## config.mk

```make
export PLATFORM = sky130hd
export DESIGN_NAME = bpd_port
export DESIGN_NICKNAME = d
export VERILOG_FILES = /design/src/bpd_pkg.sv /design/src/bpd_sync.sv /design/src/bpd_port.sv
export SDC_FILE = /design/constraint.sdc
export NUM_CORES = 1
export LEC_CHECK = 0
export BUFFER_PORTS_ARGS = -buffer_cell sky130_fd_sc_hd__buf_2
export CAP_MARGIN = 20
export CORE_UTILIZATION = 25
export DETAILED_ROUTE_END_ITERATION = 12
export PLACE_DENSITY_LB_ADDON = 0.15
export SYNTH_ARGS = -nofsm -noshare
export SYNTH_HDL_FRONTEND = slang
export SYNTH_SLANG_ARGS = --single-unit
```

## constraint.sdc

```tcl
create_clock -name pclk -period 1.85 [get_ports pclk]
set_input_delay 0.0925 -clock pclk [delete_from_list [all_inputs] [get_ports pclk]]
set_output_delay 0.0925 -clock pclk [all_outputs]
set_load 0.03 [all_outputs]
```

## src/bpd_pkg.sv

```systemverilog
// package for the two-port bidirectional gpio block
// assumes an apb slave with 32-bit data, one register per aligned word
`default_nettype none
package bpd_pkg;
   localparam int unsigned PA_W = 8;
   localparam int unsigned PB_W = 6;
   localparam logic [11:0] OFF_PA_DATA = 12'h000;
   localparam logic [11:0] OFF_PB_DATA = 12'h004;
   localparam logic [11:0] OFF_PA_DIR = 12'h008;
   localparam logic [11:0] OFF_PB_DIR = 12'h00C;
   localparam logic [11:0] OFF_CFG = 12'h010;
   localparam logic [11:0] OFF_IRQ_STAT = 12'h014;
   localparam logic [PA_W-1:0] PA_DIR_RST = 8'h00;
   localparam logic [PB_W-1:0] PB_DIR_RST = 6'h00;
   localparam int unsigned CFG_IRQ_LEVEL_BIT = 0;
   localparam logic IRQ_LEVEL_DEFAULT = 1'b1;
   localparam int unsigned PRE_DIV = 2;

   typedef struct packed {
      logic [PA_W-1:0] pa;
      logic [PB_W-1:0] pb;
   } bpd_lines_s;

   typedef enum logic [0:0] {
      BPD_IRQ_EDGE,
      BPD_IRQ_EDGE_LEVEL
   } bpd_irq_mode_e;
endpackage
`default_nettype wire

```

## src/bpd_sync.sv

```systemverilog
// three-flop input sampler; a change counts once stages two and three agree
// assumes asynchronous inputs and a single clock domain
`default_nettype none
module bpd_sync #(
   parameter int unsigned W = 8
) (
   // clock and reset
   input wire logic pclk,
   input wire logic presetn,
   // data
   input wire logic [W-1:0] d_in,
   output logic [W-1:0] d_out
);
   logic [W-1:0] s1_r;
   logic [W-1:0] s2_r;
   logic [W-1:0] s3_r;
   logic [W-1:0] q_r;

   always_ff @(posedge pclk or negedge presetn) begin
      if (!presetn) begin
         s1_r <= '0;
         s2_r <= '0;
         s3_r <= '0;
      end else begin
         s1_r <= d_in;
         s2_r <= s1_r;
         s3_r <= s2_r;
      end
   end

   // per bit: glitch of one cycle past stage two is filtered
   genvar i;
   generate
      for (i = 0; i < W; i++) begin : g_bit
         always_ff @(posedge pclk or negedge presetn) begin
            if (!presetn) begin
               q_r[i] <= 1'b0;
            end else if (s2_r[i] == s3_r[i]) begin
               q_r[i] <= s3_r[i];
            end
         end
      end
   endgenerate

   assign d_out = q_r;
endmodule
`default_nettype wire

```

## src/bpd_port.sv

```systemverilog
// two parallel ports, eight and six lines, per-pin direction, apb registers
// assumes pclk is the bus clock; pins are split into in, out and enable
//
// Summary of operation
// - fourteen pins, eight-line and six-line ports, per-pin direction
// - direction bit one drives the output latch, zero makes the pin input
// - reset clears every direction bit, all pins start as inputs
// - reset leaves the output data latches untouched
// - output pin reads back its latched value, not the pin level
// - data write updates all latch bits, input pins included
// - bus clock runs at half the oscillator frequency; here pclk is halved onto the oscillator output pin
// - low reset input forces the defined startup state
// - interrupt input is edge only or edge and level, fixed at build
//
// Design decisions made here: the APB interface to the registers and the register addresses.
`default_nettype none
module bpd_port #(
   parameter bit IRQ_LEVEL_EN = bpd_pkg::IRQ_LEVEL_DEFAULT
) (
   // clock and reset
   input wire logic pclk,
   input wire logic presetn,
   // oscillator
   input wire logic oscillator_input_pin,
   output logic oscillator_output_pin,
   // apb slave
   input wire logic psel,
   input wire logic penable,
   input wire logic pwrite,
   input wire logic [11:0] paddr,
   input wire logic [31:0] pwdata,
   output logic [31:0] prdata,
   output logic pready,
   output logic pslverr,
   // port pins
   input wire logic [bpd_pkg::PA_W-1:0] eight_line_port_pins_in,
   output logic [bpd_pkg::PA_W-1:0] eight_line_port_pins_out,
   output logic [bpd_pkg::PA_W-1:0] eight_line_port_pins_oe,
   input wire logic [bpd_pkg::PB_W-1:0] six_line_port_pins_in,
   output logic [bpd_pkg::PB_W-1:0] six_line_port_pins_out,
   output logic [bpd_pkg::PB_W-1:0] six_line_port_pins_oe,
   // external interrupt
   input wire logic irq_n_pin,
   output logic irq_req
);
   bpd_pkg::bpd_lines_s latch_r;
   bpd_pkg::bpd_lines_s dir_r;
   bpd_pkg::bpd_lines_s pin_sync;
   bpd_pkg::bpd_irq_mode_e irq_mode;
   logic [0:0] irq_sync;
   logic irq_prev_r;
   logic irq_edge_r;
   logic osc_div_r;
   logic setup;
   logic access;
   logic wr_en;
   logic rd_en;
   logic [31:0] rdata_nxt;
   logic err_nxt;

   assign irq_mode = IRQ_LEVEL_EN ? bpd_pkg::BPD_IRQ_EDGE_LEVEL
                                  : bpd_pkg::BPD_IRQ_EDGE;

   // one data + direction latch per pin, both ports
   function automatic logic [7:0] mix(input logic [7:0] lat,
                                      input logic [7:0] dir,
                                      input logic [7:0] pin);
      mix = (lat & dir) | (pin & ~dir);
   endfunction

   bpd_sync #(.W(bpd_pkg::PA_W + bpd_pkg::PB_W)) u_pin_sync (
      .pclk(pclk),
      .presetn(presetn),
      .d_in({eight_line_port_pins_in, six_line_port_pins_in}),
      .d_out(pin_sync)
   );

   // sampled active high: the sampler's reset zero matches an idle pin
   bpd_sync #(.W(1)) u_irq_sync (
      .pclk(pclk),
      .presetn(presetn),
      .d_in(~irq_n_pin),
      .d_out(irq_sync)
   );

   // setup cycle answers with ready held low, access cycle completes
   assign setup = psel && !penable;
   assign access = psel && penable;
   assign wr_en = access && pwrite && pready;
   assign rd_en = setup && !pwrite;

   // pclk halved onto the oscillator output pin; the oscillator input is unused
   always_ff @(posedge pclk or negedge presetn) begin
      if (!presetn) begin
         osc_div_r <= 1'b0;
      end else begin
         osc_div_r <= ~osc_div_r;
      end
   end

   // data latches carry no reset: contents undefined until written
   always_ff @(posedge pclk) begin
      if (wr_en && paddr == bpd_pkg::OFF_PA_DATA) begin
         latch_r.pa <= pwdata[bpd_pkg::PA_W-1:0];
      end
      if (wr_en && paddr == bpd_pkg::OFF_PB_DATA) begin
         latch_r.pb <= pwdata[bpd_pkg::PB_W-1:0];
      end
   end

   always_ff @(posedge pclk or negedge presetn) begin
      if (!presetn) begin
         dir_r.pa <= bpd_pkg::PA_DIR_RST;
         dir_r.pb <= bpd_pkg::PB_DIR_RST;
      end else begin
         if (wr_en && paddr == bpd_pkg::OFF_PA_DIR) begin
            dir_r.pa <= pwdata[bpd_pkg::PA_W-1:0];
         end
         if (wr_en && paddr == bpd_pkg::OFF_PB_DIR) begin
            dir_r.pb <= pwdata[bpd_pkg::PB_W-1:0];
         end
      end
   end

   // pin drivers registered; latch x before first write is masked only on pins whose direction bit is zero
   always_ff @(posedge pclk or negedge presetn) begin
      if (!presetn) begin
         eight_line_port_pins_out <= '0;
         six_line_port_pins_out <= '0;
         eight_line_port_pins_oe <= '0;
         six_line_port_pins_oe <= '0;
      end else begin
         eight_line_port_pins_out <= latch_r.pa & dir_r.pa;
         six_line_port_pins_out <= latch_r.pb & dir_r.pb;
         eight_line_port_pins_oe <= dir_r.pa;
         six_line_port_pins_oe <= dir_r.pb;
      end
   end

   // irq: falling edge sticky until read, or low level when enabled
   always_ff @(posedge pclk or negedge presetn) begin
      if (!presetn) begin
         irq_prev_r <= 1'b0;
         irq_edge_r <= 1'b0;
         irq_req <= 1'b0;
      end else begin
         irq_prev_r <= irq_sync[0];
         // set wins over the read-clear
         if (!irq_prev_r && irq_sync[0]) begin
            irq_edge_r <= 1'b1;
         end else if (rd_en && paddr == bpd_pkg::OFF_IRQ_STAT) begin
            irq_edge_r <= 1'b0;
         end
         irq_req <= irq_edge_r || (irq_mode == bpd_pkg::BPD_IRQ_EDGE_LEVEL
                                   && irq_sync[0]);
      end
   end

   always_comb begin
      rdata_nxt = 32'h0000_0000;
      err_nxt = 1'b0;
      if (paddr == bpd_pkg::OFF_PA_DATA) begin
         rdata_nxt[7:0] = mix(latch_r.pa, dir_r.pa, pin_sync.pa);
      end else if (paddr == bpd_pkg::OFF_PB_DATA) begin
         rdata_nxt[7:0] = mix({2'b00, latch_r.pb}, {2'b00, dir_r.pb},
                              {2'b00, pin_sync.pb});
      end else if (paddr == bpd_pkg::OFF_PA_DIR) begin
         rdata_nxt[7:0] = dir_r.pa;
      end else if (paddr == bpd_pkg::OFF_PB_DIR) begin
         rdata_nxt[5:0] = dir_r.pb;
      end else if (paddr == bpd_pkg::OFF_CFG) begin
         rdata_nxt[bpd_pkg::CFG_IRQ_LEVEL_BIT] = IRQ_LEVEL_EN;
      end else if (paddr == bpd_pkg::OFF_IRQ_STAT) begin
         rdata_nxt[1:0] = {~irq_sync[0], irq_edge_r};
      end else begin
         err_nxt = 1'b1;
      end
   end

   // no wait state: ready and data registered in the setup cycle
   always_ff @(posedge pclk or negedge presetn) begin
      if (!presetn) begin
         pready <= 1'b0;
         prdata <= 32'h0000_0000;
         pslverr <= 1'b0;
      end else begin
         pready <= setup;
         pslverr <= setup && err_nxt;
         if (rd_en) begin
            prdata <= rdata_nxt;
         end
      end
   end

   always_ff @(posedge pclk or negedge presetn) begin
      if (!presetn) begin
         oscillator_output_pin <= 1'b0;
      end else begin
         oscillator_output_pin <= osc_div_r;
      end
   end
endmodule
`default_nettype wire

```

==> results.md, run 1 <==
- Asr flop ratio synth: roughly nine tenths
- Drt first-iter violations: 114
- Synthesized instance count: 300
- Leakage: 2.91 nW
- Setup-failing EPs final: 0
- TritonCTS clock tree: done
- Final Non-Filler Cells: between 600 and 700
- Post-CTS Setup Bufs: 0
- Worst hold margin: 98.1 ps
- Classification of the worst setup path: primary input to flip-flop
- Part of the power in registers: 45.0%
- Register-to-Register Path Depth: 4
- Comb power frac: 5.0%
- Post-place setup slack: -39.5 ps
- Fin crit period: 1600 ps
- Final worst-path setup slack: 253 ps
- Post-synth top flop: dfrtp_1
- Pwr per Cell Area: 1100 nW/um2
- Antenna diode count: 0
- Number of flops mapped to enable cells by yosys: 14
- Worst slew pin tran: approximately 610 ps
- R2r setup slk: 430 ps
- Relative slew slack: 59.1%
- Crit path launch type: primary input
- Vias in the first global route: 2841
- Initial antenna violation count: 0
- Min-delay src: pwrite
- Fmax achieved: 0.626 GHz
- Num ports: 129
- Final ANT Viol Nets: 0
- Setup TNS: 0 ps
- Fin Clk Skew: approximately 5.3 ps
- Net switching power: 1.48 mW
- CP startpoint: penable
- Clock share of power: about half
- Largest net degree at the start of global routing: 39
- HP Class: primary input to flip-flop
- Final Hold Fails: 0
- Netlist Area Pre-Place: about 4500 um2
- Final period utilization: 86.3%
- Gr usage total: 11.5%
- Nets: 498
- Skew-Pair Late Insertion Delay: 410 ps
- Clk buf depth: 2
- Switching Fraction: a little over a fifth
- Critical path data arrival time: 1890 ps
- FF-to-FF End: prdata[0]
- Initial Utilization: 25.9%
- Req. time, crit path: 2140 ps
- First-pass GRT wire length: 15.4 mm
- Endpoint, Worst Hold: prdata[0]
- Layout Utilization: a little over a third
- Crit Path Max Fanout: 12
- Layout cells sized above 1: 34.1%
- Synth Register Bits: 131
- Post-Route WL: 9.58 mm
- Vias per cell: between 3 and 4
- HPWL Detailed: 6.64 mm
- CTS Buf Count: 17
- Placed Instances: 612
- Routed vias: 2654
- Cell variety after synth: 39
- Post-DR wirelength/cell: between 10 and 15 um
- Placer congestion estimate: 0.686
- Fill cells: 1721
- Root Driver: clkbuf_16
- Die Height: 137 um
- Internal power: approximately 5.3 mW
- Clk sink count: 131
- Yosys Warn Count: 0
- DRC errors left: 0
- Synthesized area per cell: 15.1 um2
- Sequential share of the synthesized area: 73.9%
- RSZ-0062 raised after global routing: no
- Syn-to-layout area delta: 35.1%
- Die ar.: 18700 um2
- Initial DRT Pass Iterations: 4
- Core Region: around 17000 um2
- Worst r2r src: dir_r[6]
- CTS HTree Levels: 4
- Max Slew Vio Count: 0
- Status: completed
- Hold Crit Depth: 4
- CP endpoint kind: flip-flop
- Post-CTS resize count: 0
- VDD IR max: 0.000637 V
- CTS Hold Buffers Added: 27
- IO buf count: approximately 80
- Grt ovf: 0
- Row cnt: 48
- Clk pin slew, worst setup/hold paths: 50 ps
- Max-cap violation count: 0
- Die width: 137 um
-- worst max path at each step --
stage / end / slack (ps) / cells after the start
final: irq_edge_r / 250 / 6
after global routing: irq_edge_r / 210 / 6
after floorplan: latch_r[0] / 10 / 4
after detailed placement: latch_r[4] / -40 / 6
after global placement: latch_r[0] / -30 / 6
after CTS: irq_edge_r / 280 / 6
-- logic make-up after synthesis --
family	share of synthesized area, %
adders and majority gates	3.31
AOI/OAI and AO/OA	5.63
buffers and inverters	5.13
and+or+nand+nor	8.06
muxes	3.92
DFF	73.9
other	0.0827
-- sequential cells by signal (all words and copies together) (netlist names), 6 cells and up --
signal / cells
six_line_port_pins_out: 6
latch_r: 14
six_line_port_pins_oe: 6
prdata: 8
dir_r: 14
u_pin_sync.d_out: 14
eight_line_port_pins_out: 8
eight_line_port_pins_oe: 8
u_pin_sync.s2_r: 14
u_pin_sync.s3_r: 14
u_pin_sync.s1_r: 14
-- synthesized netlist by cell type, types with 2 or more instances --
cell / count / area [um2]
or3b_2: 4 / 35.0
nor4_1: 2 / 12.5
mux2i_1: 2 / 20.0
dfrtp_1: 117 / 2930
and2_1: 14 / 87.6
nand2b_1: 9 / 56.3
or2_2: 2 / 12.5
nand3_1: 2 / 10.0
clkbuf_1: 6 / 22.5
a21oi_1: 6 / 30.0
inv_1: 8 / 30.0
buf_4: 24 / 180
nor2_1: 4 / 15.0
o41ai_1: 2 / 17.5
o21ai_0: 24 / 120
edfxtp_1: 14 / 420
nand2_1: 9 / 33.8
mux2_2: 14 / 158
o311ai_0: 3 / 26.3
maj3_1: 15 / 150
-- critical path: stages --
cell	delay, ps
dlygate4sd3_1	560
buf_2	140
or3b_2	620
nor2_1	190
nand3_1	100
a22o_1	180
-- final cells by class --
cell class	count	area, um2	area share (%)
tap	225	282	4.60
sequential	131	3350	54.7
clock inverter	14	163	2.66
timing repair buffer	121	806	13.2
inverter	8	30.0	0.490
multi-input combinational	154	1060	17.3
clock buffer	18	439	7.17
-- layout by cell type, fill, tap and decap left out, types with 4 or more instances in the layout --
cell type      instances
mux2_2                14
nand2b_1               9
conb_1                24
a21oi_1                6
or3b_2                 4
nor2_1                 4
clkbuf_16             17
and2_1                14
dlygate4sd3_1         27
inv_1                  8
buf_2                 78
dfrtp_1              117
o21ai_0               24
clkinv_2               4
maj3_1                15
buf_4                 14
nand2_1                9
edfxtp_1              14
-- power by group through the flow --
stage	clock, mW	combinational [mW]	sequential, mW
2_1_floorplan	0	0.191	3.08
3_3_place_gp	0	0.296	3.09
3_5_place_dp	0	0.300	3.09
4_1_cts	3.49	0.346	3.04
5_1_grt	3.61	0.378	3.05
6_report	3.38	0.336	3.04
-- stage by stage --
step / cell area, um2 / power [mW]
2_1_floorplan: 4640 / 3.27
3_3_place_gp: 5250 / 3.39
3_5_place_dp: 5250 / 3.39
4_1_cts: 6130 / 6.88
5_1_grt: 6130 / 7.04
6_report: 6130 / 6.75
-- metal layers --
metal | share of wire (%) | GRT usage [%] | vias up
met5 | 0 | 0 | -
met4 | 1.3 | 5.00 | 0
met3 | 5.6 | 4.26 | 10
met2 | 46 | 17.1 | 72
met1 | 47 | 14.7 | 1314
li1 | - | - | 1258
No activity file was read; power rests on OpenSTA's default activity.
==> inputs of run 2 (changes only) <==
--- a/config.mk
+++ b/config.mk
@@ -10,6 +10,7 @@
 export CORE_UTILIZATION = 25
 export DETAILED_ROUTE_END_ITERATION = 12
 export PLACE_DENSITY_LB_ADDON = 0.15
+export REMOVE_ABC_BUFFERS = 1
 export SYNTH_ARGS = -nofsm -noshare
 export SYNTH_HDL_FRONTEND = slang
 export SYNTH_SLANG_ARGS = --single-unit
==> run 2 against run 1 <==
  * Register-to-register slack improved by 30 ps
  * Total power fell by 1.8%
  * Cell count fell by 0.45%
  * Utilization fell by 0.34 points
  * Clock power fell by 4%
  * Highest routed layer unchanged
  * Design area fell by 0.98%
  * Largest cell class unchanged
==> results.md, run 2 (synthesized netlist as in run 1, its figures left out) <==
- Status: completed
- Antenna diode count: 0 (unchanged)
- Max-cap violation count: 0 (unchanged)
- Clk sink count: 131 (unchanged)
- Layout cells sized above 1: 33.4% (-0.67 points)
- Final worst-path setup slack: 251 ps (-1.57 ps)
- Vias per cell: 3.95 (-0.12%)
- Max Slew Vio Count: 0 (unchanged)
- TritonCTS clock tree: done
- Post-DR wirelength/cell: 14.2 um (-0.41%)
- Die ar.: 18700 um2 (unchanged)
- RSZ-0062 raised after global routing: no
- Final ANT Viol Nets: 0 (unchanged)
- DRC errors left: 0 (unchanged)
- First-pass GRT wire length: 14.8 mm (-4.3%)
- Total power: 6.63 mW (-1.8%)
- Gr usage total: 11.2% (-0.30 points)
- Pwr per Cell Area: 1090 nW/um2 (-0.78%)
- HP Class: primary input to flip-flop
- HPWL Detailed: 6.36 mm (-4.2%)
- Die width: 137 um (unchanged)
- Routed vias: 2639 (-0.57%)
- Worst slew pin tran: 640 ps (+25.7 ps)
- Core Region: 17500 um2 (unchanged)
- Area of the multi-input gates: 1040 um2 (-1.3%)
- Crit Path Max Fanout: 4 (-8)
- Fill cells: 1741 (+1.2%)
- Num ports: 129 (unchanged)
- Clk buf depth: 2 (unchanged)
- Commonest non-fill, non-tap cells in the layout: dfrtp_1, buf_2, dlygate4sd3_1
- Classification of the worst setup path: primary input to flip-flop
- Setup-failing EPs final: 0 (unchanged)
- Fin Clk Skew: 6.76 ps (+1.44 ps)
- Initial Utilization: 25.9% (unchanged)
- Row cnt: 48 (unchanged)
- VDD IR max: 0.000629 V (-1.3%)
- CP endpoint kind: flip-flop
- Placer congestion estimate: 0.698 (+1.8%)
- Initial antenna violation count: 0 (unchanged)
- Reg area: 3350 um2 (unchanged)
- Relative slew slack: 57.3% (-1.7 points)
- Critical path data arrival time: 1720 ps (-170 ps)
- Drt first-iter violations: 73 (-36%)
- Post-place setup slack: -217 ps (-177 ps)
- Vias in the first global route: 2719 (-4.3%)
- Commonest non-fill, non-tap cell in the layout: dfrtp_1
- Skew-Pair Late Insertion Delay: 410 ps (about the same)
- Die Height: 137 um (unchanged)
- Final period utilization: 86.4% (about the same)
- Syn-to-layout area delta: 33.8%
- Root Driver: clkbuf_16
- Final Hold Fails: 0 (unchanged)
- Req. time, crit path: 1970 ps (-170 ps)
- Largest net degree at the start of global routing: 50 (+28%)
- Fin crit period: 1600 ps (+1.57 ps)
- Nets: 495 (-0.60%)
- Fmax achieved: 0.626 GHz (about the same)
- Clk pin slew, worst setup/hold paths: 60 ps (about the same)
- CTS Buf Count: 17 (unchanged)
- Post-Route WL: 9.50 mm (-0.86%)
- IO buf count: 79 (unchanged)
- Initial DRT Pass Iterations: 4 (unchanged)
- Grt ovf: 0 (unchanged)
- Crit path launch type: primary input
- CTS HTree Levels: 4 (unchanged)
- Leakage: 2.88 nW (-1.0%)
==> run 2: cell types whose count changed in the layout (fill, tap and decap cells not counted) <==
cell | before | now
clkinv_4 | 3 | 0
buf_4 | 14 | 13
clkbuf_1 | 0 | 3
bufinv_16 | 3 | 2
nor3_1 | 0 | 1
nor4_4 | 2 | 1
nor4_2 | 0 | 1
dlygate4sd3_1 | 27 | 25
clkinv_2 | 4 | 3
nor3_2 | 2 | 1
clkinv_1 | 1 | 0
clkinvlp_4 | 3 | 4
clkbuf_8 | 1 | 3
==> run 2: what timing repair did <==
item / CTS / global route
gates resized for setup: 0 / 0
endpoints found under the hold margin: 162 / 0
setup buffers: 0 / 0
hold buffers: 25 / 0
==> run 2: report_power, final <==
part           total, mW  internal [mW]  leakage (nW)  switching (mW)
sequential          3.04           3.00          1.60          0.0410
combinational      0.332          0.126          1.00           0.206
clock               3.26           2.08         0.275            1.18
==> run 2: path summary, 6_finish.rpt <==
path,start,slack (ps),to,cells past startpoint
min reg2reg,u_pin_sync.s1_r[0],340,u_pin_sync.s2_r[0],0
max in group asynchronous,presetn,1150,u_pin_sync.d_out[4],3
max,paddr[9],250,latch_r[5],6
min,penable,20,pready,3
min in group asynchronous,presetn,130,u_pin_sync.d_out[0],2
max reg2reg,pready,460,dir_r[1],4
==> run 2: worst max-delay path: stages <==
cell and delay [ps]:
buf_2 100, or4_4 560, nor3_2 260, nand2b_1 170
nor3_1 320, buf_4 220
==> run 2: final cells by class <==
| cell class | count | area share (%) |
|---|---|---|
| flip-flops and latches | 131 | 55.2 |
| multi-input cells | 154 | 17.2 |
| repair buffers | 118 | 12.8 |
| clock buffers | 23 | 7.88 |
| well taps | 225 | 4.64 |
| clock inverters | 9 | 1.73 |
| inverters | 8 | 0.495 |
==> run 2: through the flow <==
step	TNS (ps)	cells	area, um2	util (%)	hold WS [ps]
6_report	0	668	6070	34.7	19.6
5_1_grt	0	668	6070	34.7	35.0
4_1_cts	0	668	6070	34.7	0.787
3_5_place_dp	-2770	611	5230	29.9	17.9
3_3_place_gp	-1870	611	5230	29.9	13.2
2_1_floorplan	-4740	293	4420	-	-203
==> run 2: routing by layer <==
| layer | track usage (%) | wire length [um] |
|---|---|---|
| met3 | 4.59 | 548 |
| met4 | 4.81 | 126 |
| met1 | 13.4 | 4220 |
| met5 | 0 | 0 |
| met2 | 17.5 | 4600 |
==> inputs of run 3 (changes only) <==
--- a/config.mk
+++ b/config.mk
@@ -7,6 +7,7 @@
 export LEC_CHECK = 0
 export BUFFER_PORTS_ARGS = -buffer_cell sky130_fd_sc_hd__buf_2
 export CAP_MARGIN = 20
+export CORE_ASPECT_RATIO = 1.4
 export CORE_UTILIZATION = 25
 export DETAILED_ROUTE_END_ITERATION = 12
 export PLACE_DENSITY_LB_ADDON = 0.15
==> run 3 against run 2 <==
  * Global-route usage fell by 0.082 points
  * Via count rose by 1.8%
  * Design area rose by 0.89%
  * Flip-flop and latch count did not move
  * Non-clock buffer count fell by 1
  * First-iteration DRC count rose by 97%
  * Utilization rose by 0.17 points
==> results.md, run 3 (synthesized netlist as in run 1, its figures left out) <==
- Pwr per Cell Area: 1120 nW/um2 (+2.7%)
- Post-DR wirelength/cell: 14.0 um (-1.8%)
- Crit path launch type: primary input
- CTS HTree Levels: 4 (unchanged)
- Critical path's slowest cell: or3b_2
- Final ANT Viol Nets: 0 (unchanged)
- CTS Buf Count: 17 (unchanged)
- IO buf count: 79 (unchanged)
- Fmax achieved: 0.655 GHz (+4.7%)
- Final Hold Fails: 0 (unchanged)
- Syn-to-layout area delta: 35.0%
- Post-Route WL: 9.47 mm (-0.29%)
- Placer congestion estimate: 0.704 (+0.87%)
- Worst slew pin tran: 595 ps (-44.7 ps)
- Die ar.: 18700 um2 (about the same)
- Relative slew slack: 60.3% (+3.0 points)
- Vias per cell: 3.96 (+0.32%)
- Vias in the first global route: 2755 (+1.3%)
- Largest net degree at the start of global routing: 35 (-30%)
- Clock share of power: 50.9% (+1.7 points)
- Row cnt: 57 (+19%)
- Die width: 116 um (-15%)
- Crit Path Max Fanout: 12 (+8)
- Post-place setup slack: -91.9 ps (+125 ps)
- Comb power frac: 4.9% (about the same)
- Max Slew Vio Count: 0 (unchanged)
- Skew-Pair Late Insertion Delay: 410 ps (about the same)
- Fill cells: 1790 (+2.8%)
- DRC errors left: 0 (unchanged)
- Commonest non-fill, non-tap cells in the layout: dfrtp_1, buf_2, dlygate4sd3_1
- Leakage: 2.90 nW (+0.74%)
- Status: completed
- Part of the power in registers: 44.2% (-1.6 points)
- Crit path largest cell delay: 600 ps (+40 ps)
- TritonCTS clock tree: done
- Layout cells sized above 1: 33.7% (+0.30 points)
- VDD IR max: 0.000562 V (-11%)
- Num ports: 129 (unchanged)
- Max-cap violation count: 0 (unchanged)
- Initial antenna violation count: 0 (unchanged)
- Net switching power: 1.47 mW (+3.2%)
- Initial Utilization: 25.8% (-0.10 points)
- Routed vias: 2687 (+1.8%)
- Crit path cell chain: dlygate4sd3_1 -> buf_2 -> or3b_2 -> nor2_1 -> nand3_1 -> a22o_1
- CP endpoint kind: flip-flop
- Core Region: 17500 um2 (+0.39%)
- Classification of the worst setup path: primary input to flip-flop
- Critical path data arrival time: 1820 ps (+100 ps)
- Gr usage total: 11.1% (-0.082 points)
- RSZ-0062 raised after global routing: no
- Final period utilization: 82.5% (-3.9 points)
- Clk pin slew, worst setup/hold paths: 50 ps (about the same)
- Drt first-iter violations: 144 (+97%)
- Root Driver: clkbuf_16
- Req. time, crit path: 2150 ps (+180 ps)
- Internal power: 5.40 mW (+3.7%)
- Setup-failing EPs final: 0 (unchanged)
- CTS Hold Buffers Added: 25 (unchanged)
- Register-to-Register Path Depth: 4 (unchanged)
- Post-CTS resize count: 0 (unchanged)
- Min-delay src: penable
- CP startpoint: psel
- Fin Clk Skew: 5.27 ps (-1.49 ps)
- Clk buf depth: 2 (unchanged)
- Commonest non-fill, non-tap cell in the layout: dfrtp_1
- Nets: 494 (-0.20%)
- HPWL Detailed: 6.55 mm (+3.0%)
- Switching Fraction: 21.4% (-0.080 points)
- Worst r2r src: dir_r[6]
- Grt ovf: 0 (unchanged)
- First-pass GRT wire length: 14.9 mm (+0.75%)
- Initial DRT Pass Iterations: 4 (unchanged)
- Fin crit period: 1530 ps (-72.1 ps)
- Die Height: 161 um (+18%)
- Post-CTS Setup Bufs: 0 (unchanged)
- Antenna diode count: 0 (unchanged)
- HP Class: primary input to flip-flop
- Final worst-path setup slack: 323 ps (+72.1 ps)
- Clk sink count: 131 (unchanged)
- Setup TNS: 0 ps (unchanged)
- Hold Crit Depth: 3 (unchanged)
-- run 3: cell types whose count changed in the layout (fill, tap and decap cells not counted), sizes merged --
cell and delta:
clkinv +1, clkinvlp -1, bufinv +1, inv +1, buf -1, clkbuf -2
-- run 3: per-layer routing --
| metal | part of all wire, % | routed length [um] | global-route usage, % | up-vias |
|---|---|---|---|---|
| met2 | 51 | 4820 | 17.5 | 77 |
| met1 | 42 | 3980 | 13.1 | 1349 |
| li1 | - | - | - | 1253 |
| met5 | 0 | 0 | 0 | - |
| met4 | 1.8 | 175 | 5.59 | 0 |
| met3 | 5.2 | 488 | 4.17 | 8 |
-- run 3: critical path: cells and delay by family --
family          cells  cell delay (ps)
compound gates      1              180
simple gates        3              880
buf+inv             2              660
-- run 3: final cells by class --
| cell class | instances | area, um2 | share of cell area, % |
|---|---|---|---|
| flip-flops and latches | 131 | 3350 | 54.7 |
| multi-input cells | 154 | 1040 | 17.1 |
| clock buffers | 21 | 482 | 7.87 |
| well taps | 236 | 295 | 4.83 |
| inverters | 8 | 30.0 | 0.491 |
| repair buffers | 117 | 771 | 12.6 |
| clock inverters | 11 | 149 | 2.43 |
-- run 3: through the flow --
stage | total power [mW] | cells | hold WS, ps | utilization (%) | area (um2)
after floorplan | 3.22 | 293 | -203 | - | 4420
after global placement | 3.38 | 621 | 90.1 | 29.9 | 5240
after detailed placement | 3.39 | 621 | 101 | 29.9 | 5240
after CTS | 6.98 | 678 | 2.40 | 34.9 | 6120
after global routing | 7.15 | 678 | 29.2 | 34.9 | 6120
final | 6.87 | 678 | 22.0 | 34.9 | 6120
-- run 3: worst paths after layout --
| path | endpoint | slack [ps] |
|---|---|---|
| min | pready | 20 |
| min reg2reg | u_pin_sync.s2_r[1] | 340 |
| min in group asynchronous | osc_div_r | 180 |
| max | irq_edge_r | 320 |
| max reg2reg | prdata[0] | 460 |
| max in group asynchronous | u_pin_sync.s2_r[7] | 960 |
-- run 3: power by group through the flow --
| stage | combinational (mW) | clock (mW) | sequential [mW] |
|---|---|---|---|
| finish | 0.334 | 3.50 | 3.04 |
| global route | 0.370 | 3.73 | 3.05 |
| CTS | 0.343 | 3.60 | 3.04 |
| detailed placement | 0.301 | 0 | 3.09 |
| global placement | 0.294 | 0 | 3.09 |
| floorplan | 0.138 | 0 | 3.08 |
